## src/tsj_map.vh

```
// tsj_map.vh: register offsets, security word fields, tap codes and reset values
// assumes inclusion by tsj_top.v and the bench; definitions, no logic
`ifndef TSJ_MAP_VH
`define TSJ_MAP_VH
// register offsets (byte addresses, one word each)
`define TSJ_REG_SEC       8'h00
`define TSJ_REG_STATUS    8'h04
`define TSJ_REG_CTRL      8'h08
`define TSJ_REG_PADDR     8'h0C
`define TSJ_REG_PDATA     8'h10
`define TSJ_REG_PCMD      8'h14
// security word bit positions
`define TSJ_SB_NO_JTAG    0
`define TSJ_SB_NO_LINK    1
`define TSJ_SB_SEC_BOOT   5
`define TSJ_SB_REDUND     7
`define TSJ_SB_LOCK0      8
`define TSJ_SB_MASTER     12
`define TSJ_SB_NO_JOTP    13
`define TSJ_SB_NO_DBG     14
`define TSJ_SB_GP_HI      21
`define TSJ_SB_GP_LO      15
`define TSJ_SB_UID_HI     31
`define TSJ_SB_UID_LO     22
// status and control bits
`define TSJ_ST_LOADED     0
`define TSJ_ST_DBG        1
`define TSJ_ST_PREJ       2
`define TSJ_ST_JREJ       3
`define TSJ_CT_DOUT       0
`define TSJ_CT_DIN        1
`define TSJ_PC_GO         0
`define TSJ_PC_SECW       1
// otp geometry: address = {sector[1:0], row[8:0]}
`define TSJ_OTP_AW        11
`define TSJ_SEC_HI        10
`define TSJ_SEC_LO        9
`define TSJ_SEC_ROW       11'h7FF
// tap states
`define TSJ_T_RESET       4'h0
`define TSJ_T_IDLE        4'h1
`define TSJ_T_SELDR       4'h2
`define TSJ_T_CAPDR       4'h3
`define TSJ_T_SHDR        4'h4
`define TSJ_T_EX1DR       4'h5
`define TSJ_T_PAUDR       4'h6
`define TSJ_T_EX2DR       4'h7
`define TSJ_T_UPDR        4'h8
`define TSJ_T_SELIR       4'h9
`define TSJ_T_CAPIR       4'hA
`define TSJ_T_SHIR        4'hB
`define TSJ_T_EX1IR       4'hC
`define TSJ_T_PAUIR       4'hD
`define TSJ_T_EX2IR       4'hE
`define TSJ_T_UPIR        4'hF
// instructions, 4 bits per tap
`define TSJ_I_EXTEST      4'h0
`define TSJ_I_SAMPLE      4'h1
`define TSJ_I_IDCODE      4'h2
`define TSJ_I_USERCODE    4'h3
`define TSJ_I_TILE        4'h4
`define TSJ_I_OTP         4'h5
`define TSJ_I_BYPASS      4'hF
`define TSJ_IR_CAPT       4'h1
// data register lengths
`define TSJ_DRW           45
`define TSJ_LEN_BYP       6'd1
`define TSJ_LEN_WORD      6'd32
`define TSJ_LEN_OTP       6'd44
// synchroniser reset: debug pin idle high, test reset asserted, tck low
`define TSJ_SYNC_RST      4'h8
`endif

```

## src/tsj_top.v

```verilog
// tsj_top.v: per-tile security word, two-tap jtag chain, debug sync pin, otp guard
// assumes one core clock, jtag pins asynchronous to it; otp and tile ports on core_clk
//
// Contract
// - security bit 0 set: chip tap refuses tile and memory access
// - security bit 1 set: link requests to processor state are denied
// - security bit 5 set: boot from otp address 0, skipping boot rom
// - security bit 7 set: redundant otp rows enabled
// - bits 8..11 each lock programming of otp sectors 0..3
// - bit 12 set: every otp programming, security word included, is rejected
// - bit 13 set: jtag reads and writes of otp are blocked
// - bit 14 set: debug sync pin is neither driven nor obeyed
// - bits 21..15 are a general field readable by software
// - bits 31..22 are a user field extending the jtag user code
// - after reset the chain holds a boundary tap and a chip tap
// - boundary tap follows 1149.1 and scans the i/o pins
// - chip tap reaches tile, switch and otp for loading and debug; here it reaches tile and otp only, no switch
// - test reset low keeps the jtag logic in reset
// - debug pin tri-stated until a breakpoint, then driven low
// - external low on debug pin puts the tile in debug mode
// - idcode is version, part number, maker identity, then a one
// - usercode is user field, unused field, silicon revision
// - security word loads from otp before its controls act
// - otp is four sectors of 512 rows of 32 bits
//
// Chosen here: strobed register access and the register offsets.
`timescale 1ns/1ns
`include "tsj_map.vh"

module tsj_top #(
  parameter BSR_W    = 8,
  parameter [3:0]  ID_VER  = 4'h1,     // arbitrary value
  parameter [15:0] ID_PART = 16'h0ABC, // arbitrary value
  parameter [10:0] ID_MFR  = 11'h155,  // arbitrary value
  parameter [15:0] SI_REV  = 16'h0001  // arbitrary value
) (
  // clock and reset
  input  wire              core_clk,
  input  wire              rst,
  // register port
  input  wire [7:0]        reg_addr,
  input  wire [31:0]       reg_wdata,
  input  wire              reg_wr,
  input  wire              reg_rd,
  output reg  [31:0]       reg_rdata,
  // otp read and program port
  output reg               otp_rd_req,
  output reg  [10:0]       otp_rd_addr,
  input  wire              otp_rd_valid,
  input  wire [31:0]       otp_rd_data,
  output reg               otp_prog_req,
  output reg  [10:0]       otp_prog_addr,
  output reg  [31:0]       otp_prog_data,
  output reg               otp_prog_secw,
  // security controls to the tile
  output reg               sec_valid,
  output reg               boot_from_otp,
  output reg               redund_rows_en,
  // link access to processor state
  input  wire              link_req,
  output reg               link_grant,
  output reg               link_deny,
  // jtag access to the tile
  output reg               jtag_tile_wr,
  output reg  [31:0]       jtag_tile_data,
  input  wire [31:0]       tile_rdata,
  // jtag pins
  input  wire              tck,
  input  wire              tms,
  input  wire              tdi,
  input  wire              trst_n,
  output reg               tdo_out,
  output reg               tdo_oe_n,
  // boundary scan cells
  input  wire [BSR_W-1:0]  bs_pin_in,
  output reg  [BSR_W-1:0]  bs_pin_out,
  output reg               bs_drive_n,
  // debug sync pin and processor debug
  input  wire              dbg_pin_in,
  output reg               dbg_pin_out,
  output reg               dbg_pin_oe_n,
  input  wire              break_hit,
  input  wire              debug_exit,
  output reg               debug_enter
);

  // pin synchronisers: stage 1 is read only by stage 2
  reg [3:0]       s1_r;
  reg [3:0]       s2_r;
  reg             tck_d_r;
  reg [BSR_W-1:0] bs1_r;
  reg [BSR_W-1:0] bs2_r;
  always @(posedge core_clk) begin
    if (rst) begin
      s1_r    <= `TSJ_SYNC_RST;  // tck low matches tck_d_r, so no false edge
      s2_r    <= `TSJ_SYNC_RST;  // test reset reads asserted until the pin is seen
      tck_d_r <= 1'b0;
      bs1_r   <= {BSR_W{1'b0}};
      bs2_r   <= {BSR_W{1'b0}};
    end else begin
      s1_r    <= {dbg_pin_in, trst_n, tdi, tck};
      s2_r    <= s1_r;
      tck_d_r <= s2_r[0];
      bs1_r   <= bs_pin_in;
      bs2_r   <= bs1_r;
    end
  end
  wire tck_rise = s2_r[0] & ~tck_d_r;
  wire tck_fall = ~s2_r[0] & tck_d_r;
  wire tdi_s    = s2_r[1];
  wire trst_s_n = s2_r[2];
  wire dbg_s    = s2_r[3];
  // tms is only taken on a tck edge, well after it settled; two flops keep it safe
  reg tms1_r;
  reg tms2_r;
  always @(posedge core_clk) begin
    if (rst) begin
      tms1_r <= 1'b1;
      tms2_r <= 1'b1;
    end else begin
      tms1_r <= tms;
      tms2_r <= tms1_r;
    end
  end

  // security word load at power-up, before any control acts
  reg [31:0] sec_r;
  reg        loaded_r;
  reg        ld_busy_r;
  always @(posedge core_clk) begin
    if (rst) begin
      sec_r     <= 32'h0000_0000;
      loaded_r  <= 1'b0;
      ld_busy_r <= 1'b0;
    end else if (!loaded_r) begin
      if (!ld_busy_r) begin
        ld_busy_r <= 1'b1;
      end else if (otp_rd_valid) begin
        sec_r     <= otp_rd_data;
        loaded_r  <= 1'b1;
        ld_busy_r <= 1'b0;
      end
    end
  end
  wire sb_no_jtag = sec_r[`TSJ_SB_NO_JTAG];
  wire sb_no_jotp = sec_r[`TSJ_SB_NO_JOTP];
  wire sb_no_dbg  = sec_r[`TSJ_SB_NO_DBG];
  wire sb_master  = sec_r[`TSJ_SB_MASTER];

  // tile-facing controls, inactive until the word is in
  always @(posedge core_clk) begin
    if (rst) begin
      sec_valid      <= 1'b0;
      boot_from_otp  <= 1'b0;
      redund_rows_en <= 1'b0;
    end else begin
      sec_valid      <= loaded_r;
      boot_from_otp  <= loaded_r & sec_r[`TSJ_SB_SEC_BOOT];
      redund_rows_en <= loaded_r & sec_r[`TSJ_SB_REDUND];
    end
  end

  // link access: a request waits while the load runs, then is judged
  reg link_pend_r;
  always @(posedge core_clk) begin
    if (rst) begin
      link_pend_r <= 1'b0;
      link_grant  <= 1'b0;
      link_deny   <= 1'b0;
    end else begin
      link_grant <= 1'b0;
      link_deny  <= 1'b0;
      if (loaded_r && (link_req || link_pend_r)) begin
        link_pend_r <= 1'b0;
        link_grant  <= ~sec_r[`TSJ_SB_NO_LINK];
        link_deny   <= sec_r[`TSJ_SB_NO_LINK];
      end else if (link_req) begin
        link_pend_r <= 1'b1;
      end
    end
  end

  // tap controller, shared by both taps since they see the same tms
  reg [3:0] tst_r;
  reg [3:0] tst_nxt;
  always @* begin
    case (tst_r)
      `TSJ_T_RESET: tst_nxt = tms2_r ? `TSJ_T_RESET : `TSJ_T_IDLE;
      `TSJ_T_IDLE:  tst_nxt = tms2_r ? `TSJ_T_SELDR : `TSJ_T_IDLE;
      `TSJ_T_SELDR: tst_nxt = tms2_r ? `TSJ_T_SELIR : `TSJ_T_CAPDR;
      `TSJ_T_CAPDR: tst_nxt = tms2_r ? `TSJ_T_EX1DR : `TSJ_T_SHDR;
      `TSJ_T_SHDR:  tst_nxt = tms2_r ? `TSJ_T_EX1DR : `TSJ_T_SHDR;
      `TSJ_T_EX1DR: tst_nxt = tms2_r ? `TSJ_T_UPDR  : `TSJ_T_PAUDR;
      `TSJ_T_PAUDR: tst_nxt = tms2_r ? `TSJ_T_EX2DR : `TSJ_T_PAUDR;
      `TSJ_T_EX2DR: tst_nxt = tms2_r ? `TSJ_T_UPDR  : `TSJ_T_SHDR;
      `TSJ_T_UPDR:  tst_nxt = tms2_r ? `TSJ_T_SELDR : `TSJ_T_IDLE;
      `TSJ_T_SELIR: tst_nxt = tms2_r ? `TSJ_T_RESET : `TSJ_T_CAPIR;
      `TSJ_T_CAPIR: tst_nxt = tms2_r ? `TSJ_T_EX1IR : `TSJ_T_SHIR;
      `TSJ_T_SHIR:  tst_nxt = tms2_r ? `TSJ_T_EX1IR : `TSJ_T_SHIR;
      `TSJ_T_EX1IR: tst_nxt = tms2_r ? `TSJ_T_UPIR  : `TSJ_T_PAUIR;
      `TSJ_T_PAUIR: tst_nxt = tms2_r ? `TSJ_T_EX2IR : `TSJ_T_PAUIR;
      `TSJ_T_EX2IR: tst_nxt = tms2_r ? `TSJ_T_UPIR  : `TSJ_T_SHIR;
      `TSJ_T_UPIR:  tst_nxt = tms2_r ? `TSJ_T_SELDR : `TSJ_T_IDLE;
      default:      tst_nxt = `TSJ_T_RESET;
    endcase
  end
  wire jrst = rst | ~trst_s_n;

  // chain order: tdi -> boundary tap -> chip tap -> tdo
  reg  [3:0]         ir_bs_r;
  reg  [3:0]         ir_ch_r;
  reg  [3:0]         irs_bs_r;
  reg  [3:0]         irs_ch_r;
  reg  [`TSJ_DRW-1:0] dr_bs_r;
  reg  [`TSJ_DRW-1:0] dr_ch_r;
  reg  [`TSJ_DRW-1:0] dr_bs_nxt;
  reg  [`TSJ_DRW-1:0] dr_ch_nxt;
  reg  [5:0]         len_bs;
  reg  [5:0]         len_ch;
  reg  [31:0]        jotp_rdata_r;
  wire [31:0]        idcode = {ID_VER, ID_PART, ID_MFR, 1'b1};
  wire [31:0]        ucode  = {sec_r[`TSJ_SB_UID_HI:`TSJ_SB_UID_LO], 6'h00, SI_REV};
  wire               ch_open = loaded_r & ~sb_no_jtag;
  wire               otp_open = ch_open & ~sb_no_jotp;

  // data register lengths by instruction
  always @* begin
    case (ir_bs_r)
      `TSJ_I_EXTEST, `TSJ_I_SAMPLE: len_bs = BSR_W[5:0];
      `TSJ_I_IDCODE:                len_bs = `TSJ_LEN_WORD;
      default:                      len_bs = `TSJ_LEN_BYP;
    endcase
    case (ir_ch_r)
      `TSJ_I_IDCODE, `TSJ_I_USERCODE, `TSJ_I_TILE: len_ch = `TSJ_LEN_WORD;
      `TSJ_I_OTP:                   len_ch = `TSJ_LEN_OTP + 6'd1;
      default:                      len_ch = `TSJ_LEN_BYP;
    endcase
  end

  // shift step: each register shifts right and takes its input at its own top bit
  always @* begin
    dr_bs_nxt = dr_bs_r >> 1;
    dr_ch_nxt = dr_ch_r >> 1;
    dr_bs_nxt[len_bs-6'd1] = tdi_s;
    dr_ch_nxt[len_ch-6'd1] = dr_bs_r[0];
  end

  // tap registers, stepped on each sampled rising tck edge
  reg upd_ch_r;
  always @(posedge core_clk) begin
    if (jrst) begin
      tst_r    <= `TSJ_T_RESET;
      ir_bs_r  <= `TSJ_I_IDCODE;
      ir_ch_r  <= `TSJ_I_IDCODE;
      irs_bs_r <= `TSJ_IR_CAPT;
      irs_ch_r <= `TSJ_IR_CAPT;
      dr_bs_r  <= {`TSJ_DRW{1'b0}};
      dr_ch_r  <= {`TSJ_DRW{1'b0}};
      upd_ch_r <= 1'b0;
      bs_pin_out <= {BSR_W{1'b0}};
      bs_drive_n <= 1'b1;
    end else begin
      upd_ch_r <= 1'b0;
      if (tck_rise) begin
        tst_r <= tst_nxt;
        case (tst_r)
          `TSJ_T_RESET: begin
            ir_bs_r <= `TSJ_I_IDCODE;
            ir_ch_r <= `TSJ_I_IDCODE;
          end
          `TSJ_T_CAPIR: begin
            irs_bs_r <= `TSJ_IR_CAPT;
            irs_ch_r <= `TSJ_IR_CAPT;
          end
          `TSJ_T_SHIR: begin
            irs_bs_r <= {tdi_s, irs_bs_r[3:1]};
            irs_ch_r <= {irs_bs_r[0], irs_ch_r[3:1]};
          end
          `TSJ_T_UPIR: begin
            ir_bs_r <= irs_bs_r;
            ir_ch_r <= irs_ch_r;
          end
          `TSJ_T_CAPDR: begin
            dr_bs_r <= (len_bs == `TSJ_LEN_WORD) ? {13'h0000, idcode} :
                       (len_bs == `TSJ_LEN_BYP) ? {`TSJ_DRW{1'b0}} :
                       {{(`TSJ_DRW-BSR_W){1'b0}}, bs2_r};
            case (ir_ch_r)
              `TSJ_I_IDCODE:   dr_ch_r <= {13'h0000, idcode};
              `TSJ_I_USERCODE: dr_ch_r <= {13'h0000, ucode};
              `TSJ_I_TILE:     dr_ch_r <= {13'h0000, ch_open ? tile_rdata : 32'h0000_0000};
              `TSJ_I_OTP:      dr_ch_r <= {13'h0000, otp_open ? jotp_rdata_r : 32'h0000_0000};
              default:         dr_ch_r <= {`TSJ_DRW{1'b0}};
            endcase
          end
          `TSJ_T_SHDR: begin
            dr_bs_r <= dr_bs_nxt;
            dr_ch_r <= dr_ch_nxt;
          end
          `TSJ_T_UPDR: begin
            if (ir_bs_r == `TSJ_I_EXTEST) begin
              bs_pin_out <= dr_bs_r[BSR_W-1:0];
            end
            upd_ch_r <= (ir_ch_r == `TSJ_I_TILE) || (ir_ch_r == `TSJ_I_OTP);
          end
          default: begin
          end
        endcase
      end
      bs_drive_n <= ~(ir_bs_r == `TSJ_I_EXTEST);
    end
  end

  // tdo changes on the falling tck edge, driven only while shifting
  always @(posedge core_clk) begin
    if (jrst) begin
      tdo_out  <= 1'b0;
      tdo_oe_n <= 1'b1;
    end else if (tck_fall) begin
      tdo_out  <= (tst_r == `TSJ_T_SHIR) ? irs_ch_r[0] : dr_ch_r[0];
      tdo_oe_n <= ~((tst_r == `TSJ_T_SHIR) || (tst_r == `TSJ_T_SHDR));
    end
  end

  // software programming registers and control
  reg [31:0] ctrl_r;
  reg [10:0] paddr_r;
  reg [31:0] pdata_r;
  reg        prej_r;
  reg        jrej_r;
  reg        dbg_mode_r;
  wire       sw_go   = reg_wr && (reg_addr == `TSJ_REG_PCMD) && reg_wdata[`TSJ_PC_GO];
  wire       sw_secw = reg_wdata[`TSJ_PC_SECW];
  // jtag requests from the chip tap, held while the load runs
  reg        jt_pend_r;
  wire       jt_go   = loaded_r & (upd_ch_r | jt_pend_r);
  wire       jt_otp  = (ir_ch_r == `TSJ_I_OTP);
  wire       jt_wr   = dr_ch_r[`TSJ_LEN_OTP];
  wire [1:0] jt_sect = dr_ch_r[32+`TSJ_SEC_HI:32+`TSJ_SEC_LO];
  wire [1:0] sw_sect = paddr_r[`TSJ_SEC_HI:`TSJ_SEC_LO];
  // sector lock lookup, one bit per sector
  wire [3:0] lock = sec_r[`TSJ_SB_LOCK0+3:`TSJ_SB_LOCK0];
  wire       sw_ok = ~sb_master & (sw_secw | ~lock[sw_sect]);
  wire       jt_ok = otp_open & ~sb_master & ~lock[jt_sect];
  wire       jt_ev_rej = jt_go & ((jt_otp & ~(jt_wr ? jt_ok : otp_open)) | (~jt_otp & ~ch_open));
  // otp program and jtag read requests; software wins a same-cycle clash
  always @(posedge core_clk) begin
    if (rst) begin
      otp_prog_req  <= 1'b0;
      otp_prog_addr <= 11'h000;
      otp_prog_data <= 32'h0000_0000;
      otp_prog_secw <= 1'b0;
      otp_rd_req    <= 1'b0;
      otp_rd_addr   <= `TSJ_SEC_ROW;
      jotp_rdata_r  <= 32'h0000_0000;
      jt_pend_r     <= 1'b0;
      jtag_tile_wr  <= 1'b0;
      jtag_tile_data <= 32'h0000_0000;
    end else begin
      otp_prog_req <= 1'b0;
      otp_rd_req   <= ~loaded_r & ~ld_busy_r;
      jtag_tile_wr <= 1'b0;
      if (upd_ch_r && !loaded_r) begin
        jt_pend_r <= 1'b1;
      end else if (jt_go) begin
        jt_pend_r <= 1'b0;
      end
      if (loaded_r && otp_rd_valid) begin
        jotp_rdata_r <= otp_rd_data;
      end
      if (sw_go && loaded_r) begin
        otp_prog_req  <= sw_ok;
        otp_prog_addr <= sw_secw ? `TSJ_SEC_ROW : paddr_r;
        otp_prog_data <= pdata_r;
        otp_prog_secw <= sw_secw;
      end else if (jt_go && jt_otp && jt_wr) begin
        otp_prog_req  <= jt_ok;
        otp_prog_addr <= dr_ch_r[32+`TSJ_OTP_AW-1:32];
        otp_prog_data <= dr_ch_r[31:0];
        otp_prog_secw <= 1'b0;
      end
      if (jt_go && jt_otp && !jt_wr && otp_open) begin
        otp_rd_req  <= 1'b1;
        otp_rd_addr <= dr_ch_r[32+`TSJ_OTP_AW-1:32];
      end else if (!loaded_r) begin
        otp_rd_addr <= `TSJ_SEC_ROW;
      end
      if (jt_go && !jt_otp && ch_open) begin
        jtag_tile_wr   <= 1'b1;
        jtag_tile_data <= dr_ch_r[31:0];
      end
    end
  end

  // debug sync pin: drive low on a breakpoint, obey an external low
  reg dbg_d_r;
  always @(posedge core_clk) begin
    if (rst) begin
      dbg_d_r      <= 1'b1;
      dbg_pin_out  <= 1'b0;
      dbg_pin_oe_n <= 1'b1;
      debug_enter  <= 1'b0;
      dbg_mode_r   <= 1'b0;
    end else begin
      dbg_d_r     <= dbg_s;
      debug_enter <= 1'b0;
      if (!loaded_r || sb_no_dbg) begin
        dbg_pin_oe_n <= 1'b1;
      end else if (ctrl_r[`TSJ_CT_DOUT] && break_hit) begin
        dbg_pin_oe_n <= 1'b0;
      end else if (debug_exit || !ctrl_r[`TSJ_CT_DOUT]) begin
        dbg_pin_oe_n <= 1'b1;
      end
      if (loaded_r && !sb_no_dbg && ctrl_r[`TSJ_CT_DIN] && !dbg_s && dbg_d_r && !dbg_mode_r) begin
        debug_enter <= 1'b1;
        dbg_mode_r  <= 1'b1;
      end else if (break_hit) begin
        dbg_mode_r  <= 1'b1;
      end else if (debug_exit) begin
        dbg_mode_r  <= 1'b0;
      end
    end
  end

  // register writes; sticky reject flags: set wins over a write-one clear
  always @(posedge core_clk) begin
    if (rst) begin
      ctrl_r  <= 32'h0000_0000;
      paddr_r <= 11'h000;
      pdata_r <= 32'h0000_0000;
      prej_r  <= 1'b0;
      jrej_r  <= 1'b0;
    end else begin
      if (reg_wr && reg_addr == `TSJ_REG_CTRL) begin
        ctrl_r <= {30'h0000_0000, reg_wdata[1:0]};
      end
      if (reg_wr && reg_addr == `TSJ_REG_PADDR) begin
        paddr_r <= reg_wdata[`TSJ_OTP_AW-1:0];
      end
      if (reg_wr && reg_addr == `TSJ_REG_PDATA) begin
        pdata_r <= reg_wdata;
      end
      if ((sw_go && (!loaded_r || !sw_ok)) || (jt_go && jt_otp && jt_wr && !jt_ok)) begin
        prej_r <= 1'b1;
      end else if (reg_wr && reg_addr == `TSJ_REG_STATUS && reg_wdata[`TSJ_ST_PREJ]) begin
        prej_r <= 1'b0;
      end
      if (jt_ev_rej) begin
        jrej_r <= 1'b1;
      end else if (reg_wr && reg_addr == `TSJ_REG_STATUS && reg_wdata[`TSJ_ST_JREJ]) begin
        jrej_r <= 1'b0;
      end
    end
  end

  // read data, one cycle after the strobe; unmapped reads give zero
  always @(posedge core_clk) begin
    if (rst) begin
      reg_rdata <= 32'h0000_0000;
    end else if (reg_rd) begin
      case (reg_addr)
        `TSJ_REG_SEC:    reg_rdata <= sec_r;
        `TSJ_REG_STATUS: reg_rdata <= {28'h0000000, jrej_r, prej_r, dbg_mode_r, loaded_r};
        `TSJ_REG_CTRL:   reg_rdata <= ctrl_r;
        `TSJ_REG_PADDR:  reg_rdata <= {21'h000000, paddr_r};
        `TSJ_REG_PDATA:  reg_rdata <= pdata_r;
        default:         reg_rdata <= 32'h0000_0000;
      endcase
    end else begin
      reg_rdata <= 32'h0000_0000;
    end
  end

endmodule // tsj_top

```

## config.mk

```make
export PLATFORM = sky130hd
export DESIGN_NAME = tsj_top
export DESIGN_NICKNAME = d
export VERILOG_FILES = /design/src/tsj_top.v
export VERILOG_INCLUDE_DIRS = /design/src
export SDC_FILE = /design/constraint.sdc
export NUM_CORES = 1
export LEC_CHECK = 0
export BUFFER_PORTS_ARGS = -buffer_cell sky130_fd_sc_hd__buf_4
export CORE_ASPECT_RATIO = 1.2
export CORE_MARGIN = 5
export CORE_UTILIZATION = 41
export DETAILED_ROUTE_END_ITERATION = 6
export HOLD_SLACK_MARGIN = 0.05
export PLACE_DENSITY_LB_ADDON = 0.2
export SYNTH_ARGS = -nofsm -noshare
export SYNTH_HDL_FRONTEND = slang
export SYNTH_SLANG_ARGS = --single-unit
```

## constraint.sdc

```tcl
create_clock -name core_clk -period 5.86 [get_ports core_clk]
set_clock_uncertainty 0.15 [all_clocks]
set_input_delay 0.293 -clock core_clk [delete_from_list [all_inputs] [get_ports core_clk]]
set_output_delay 0.293 -clock core_clk [all_outputs]
set_load 0.005 [all_outputs]
```

==> summary.txt <==
Worst VDD drop: 0.240 mV
Initial antenna violation count: 0
Largest net degree at the start of global routing: 105
Clock Latency Late Sink: 530 ps
R2r startpoint: ir_ch_r[3]
Post-DP Area: 0.0175 mm²
WP data required: 6160 ps
Initial Util: 41.5%
Unique cell type count in the Yosys netlist: 69
Post-synthesis instance area: 0.0154 mm²
Vias per cell: 5.59
CTS root buf: clkbuf_16
Gr ovfl total: 0
Quantity of gates resized following cts: 0
Core area: 0.0370 mm²
Total CTS buffers: 40
Number of max-cap violations: 0
Worst relative slew slack: 15.1%
Yosys top cell by area: dfxtp_1
Leakage: 7.45 nW
DRT Pass-1 Iters: 5
Area contributors post-synth: dfxtp_1 51%, nand2_1 9.1%, a21oi_1 6.4%, nor2_1 3.2%, clkbuf_1 3.1%
Yosys reg bits: 391
Async S/R FF share, synth: 0%
# Post-CTS Setup Buffers: 0
Number of I/O port buffers: 264
Crit path max fanout: 45
Count leader, synth: dfxtp_1
TritonCTS Sinks: 391
Vias in the first global route: 14000
CTS Buffer Depth: 3
Gr usage total: 23.9%
Hold slack: 66.2 ps
Syn Nets: 1958
CTS tree: yes
Hold Vio Cnt, Final: 0
Routed len/inst: 20.0 µm
Top post-synthesis cells by count: 391 x dfxtp_1, 371 x nand2_1, 196 x a21oi_1, 133 x nor2_1, 127 x clkbuf_1
Die X: 187 µm
Global-route wire length before repair: 81000 µm
# diodes: 0
Hold path start: tile_rdata[8]
Reg clk slew, reported paths: 60 ps
Crit Path Class: reg -> reg
Starting DRC count in detailed routing: 1241
Routed Antenna Nets: 0
Share of layout cells above drive strength 1: 18.0%
Fillers: 3392
Main synth FF type: dfxtp_1
Final net count: 2237
Gpl congestion: 0.878
Fin Setup TNS: 0 ps
Number of H-tree levels: 2
CTS Hold Buffers Added: 109
Cell Pwr Density: 291 mW/mm²
Share of the synthesized area in the top cell type: 50.9%
Slew Viols, Final: 0
Die Area: 0.0415 mm²
Detail Placement HPWL: 35600 µm
Worst hold path endpoint: dr_ch_r[8]
Fin crit share: 56.4%
Die height: 222 µm
Peak Freq: 0.303 GHz
Hold Path Cell Cnt: 4
Synth-to-layout area growth: 30.7%
Worst min-delay path class: in -> reg
R2r endpoint: prej_r
Reg2reg path depth: 4
R2R setup slack: 2560 ps
Number of setup violations in the final report: 0
Synth warn: 0
Status: completed
Fin crit period: 3300 ps
Row count: 77
Number of flops mapped to enable cells by yosys: 0
Slew @ Worst Pin: 1270 ps
Crit path arrival time: 3600 ps
RSZ-0062 raised after global routing: false
Post-route DRC: 0
Vias: 14600
Total Wirelength: 52300 µm
Post-synthesis sequential area ratio: 50.9%
Worst Setup End Kind: flip-flop
# IOs: 266
Synthesized area per cell: 8.39 µm²
Cells after Synth: 1833
Worst setup SP type: flip-flop
Fin area: 0.0201 mm²
-- worst max-delay path by stage --
stage | from | end | slack, ps | cells after the start
final | ir_ch_r[3] | prej_r | 2560 | 4
after global routing | ir_ch_r[3] | otp_prog_secw | 2300 | 4
after CTS | ir_ch_r[3] | prej_r | 2570 | 4
after detailed placement | ir_ch_r[3] | prej_r | 2580 | 4
after global placement | ir_ch_r[3] | otp_prog_secw | 2590 | 4
after floorplan | tst_r[3] | dr_bs_r[7] | 3870 | 6
-- stage by stage --
stage	setup slack [ps]	util [%]	cells	total power, mW
2_1_floorplan	3870	-	1833	2.87
3_3_place_gp	2590	47.4	2435	3.00
3_5_place_dp	2580	47.4	2435	3.00
4_1_cts	2570	54.3	2615	5.89
5_1_grt	2300	54.3	2615	6.04
6_report	2560	54.3	2615	5.85
-- final cells by class --
type	instances	area, µm²	share of cell area, %
Sequential cell	391	7830	39.0
Multi-Input combinational cell	1271	6890	34.3
Timing Repair Buffer	398	3260	16.2
Clock buffer	50	1100	5.47
Tap cell	474	593	2.95
Clock inverter	21	373	1.86
Inverter	10	37.5	0.187
-- logic make-up after synthesis --
logic type | Yosys count | synth area share [%]
DFF | 391 | 50.9
other | 1 | 0.0244
AOI/OAI and AO/OA | 497 | 20.5
and+or+nand+nor | 740 | 21.8
muxes | 31 | 2.23
buffers and inverters | 171 | 4.47
xor gates and xnor gates | 2 | 0.114
-- flip-flops by register name, indices dropped and copies added (netlist names), 8 cells and up --
| name | count |
|---|---|
| sec_r | 32 |
| paddr_r | 11 |
| jotp_rdata_r | 32 |
| pdata_r | 32 |
| otp_rd_addr | 11 |
| jtag_tile_data | 32 |
| otp_prog_data | 32 |
| bs2_r | 8 |
| bs1_r | 8 |
| reg_rdata | 32 |
| dr_ch_r | 45 |
| otp_prog_addr | 11 |
| bs_pin_out | 8 |
| dr_bs_r | 41 |
-- report_power, final --
| group | internal, mW | total [mW] | switching [mW] |
|---|---|---|---|
| registers | 2.69 | 2.71 | 0.0225 |
| clock network | 1.78 | 2.84 | 1.07 |
| logic | 0.140 | 0.295 | 0.155 |
| total | 4.60 | 5.85 | 1.24 |
-- layout by cell type (no fill, tap or decap), drive strengths merged, types with 14 or more instances in the layout --
cell type and count:
a31oi 38, nor2b 41, nand3 71, nor3 43, a22oi 62, clkbuf 50, buf 289, a21o 22
o31ai 41, a211oi 14, mux2i 26, o21ai 55, a21oi 196, nand2 371, nor4 15, dfxtp 391
nor2 134, dlygate4sd3 109
-- worst max-delay path: stages (launching register included) --
cell      delay, ps
dfxtp_1         410
and4bb_1       1010
nand3_2        1030
a21o_1          450
a31oi_1         160
-- per-layer routing --
metal / global-route usage, % / vias to the layer above / wire length (µm)
met5: 0 / - / 0
met3: 4.83 / 98 / 3610
met4: 8.40 / 0 / 1790
met1: 31.3 / 6982 / 22000
met2: 39.6 / 535 / 24800
li1: - / 6993 / -
Note: power is estimated with default switching activity, not from simulation.
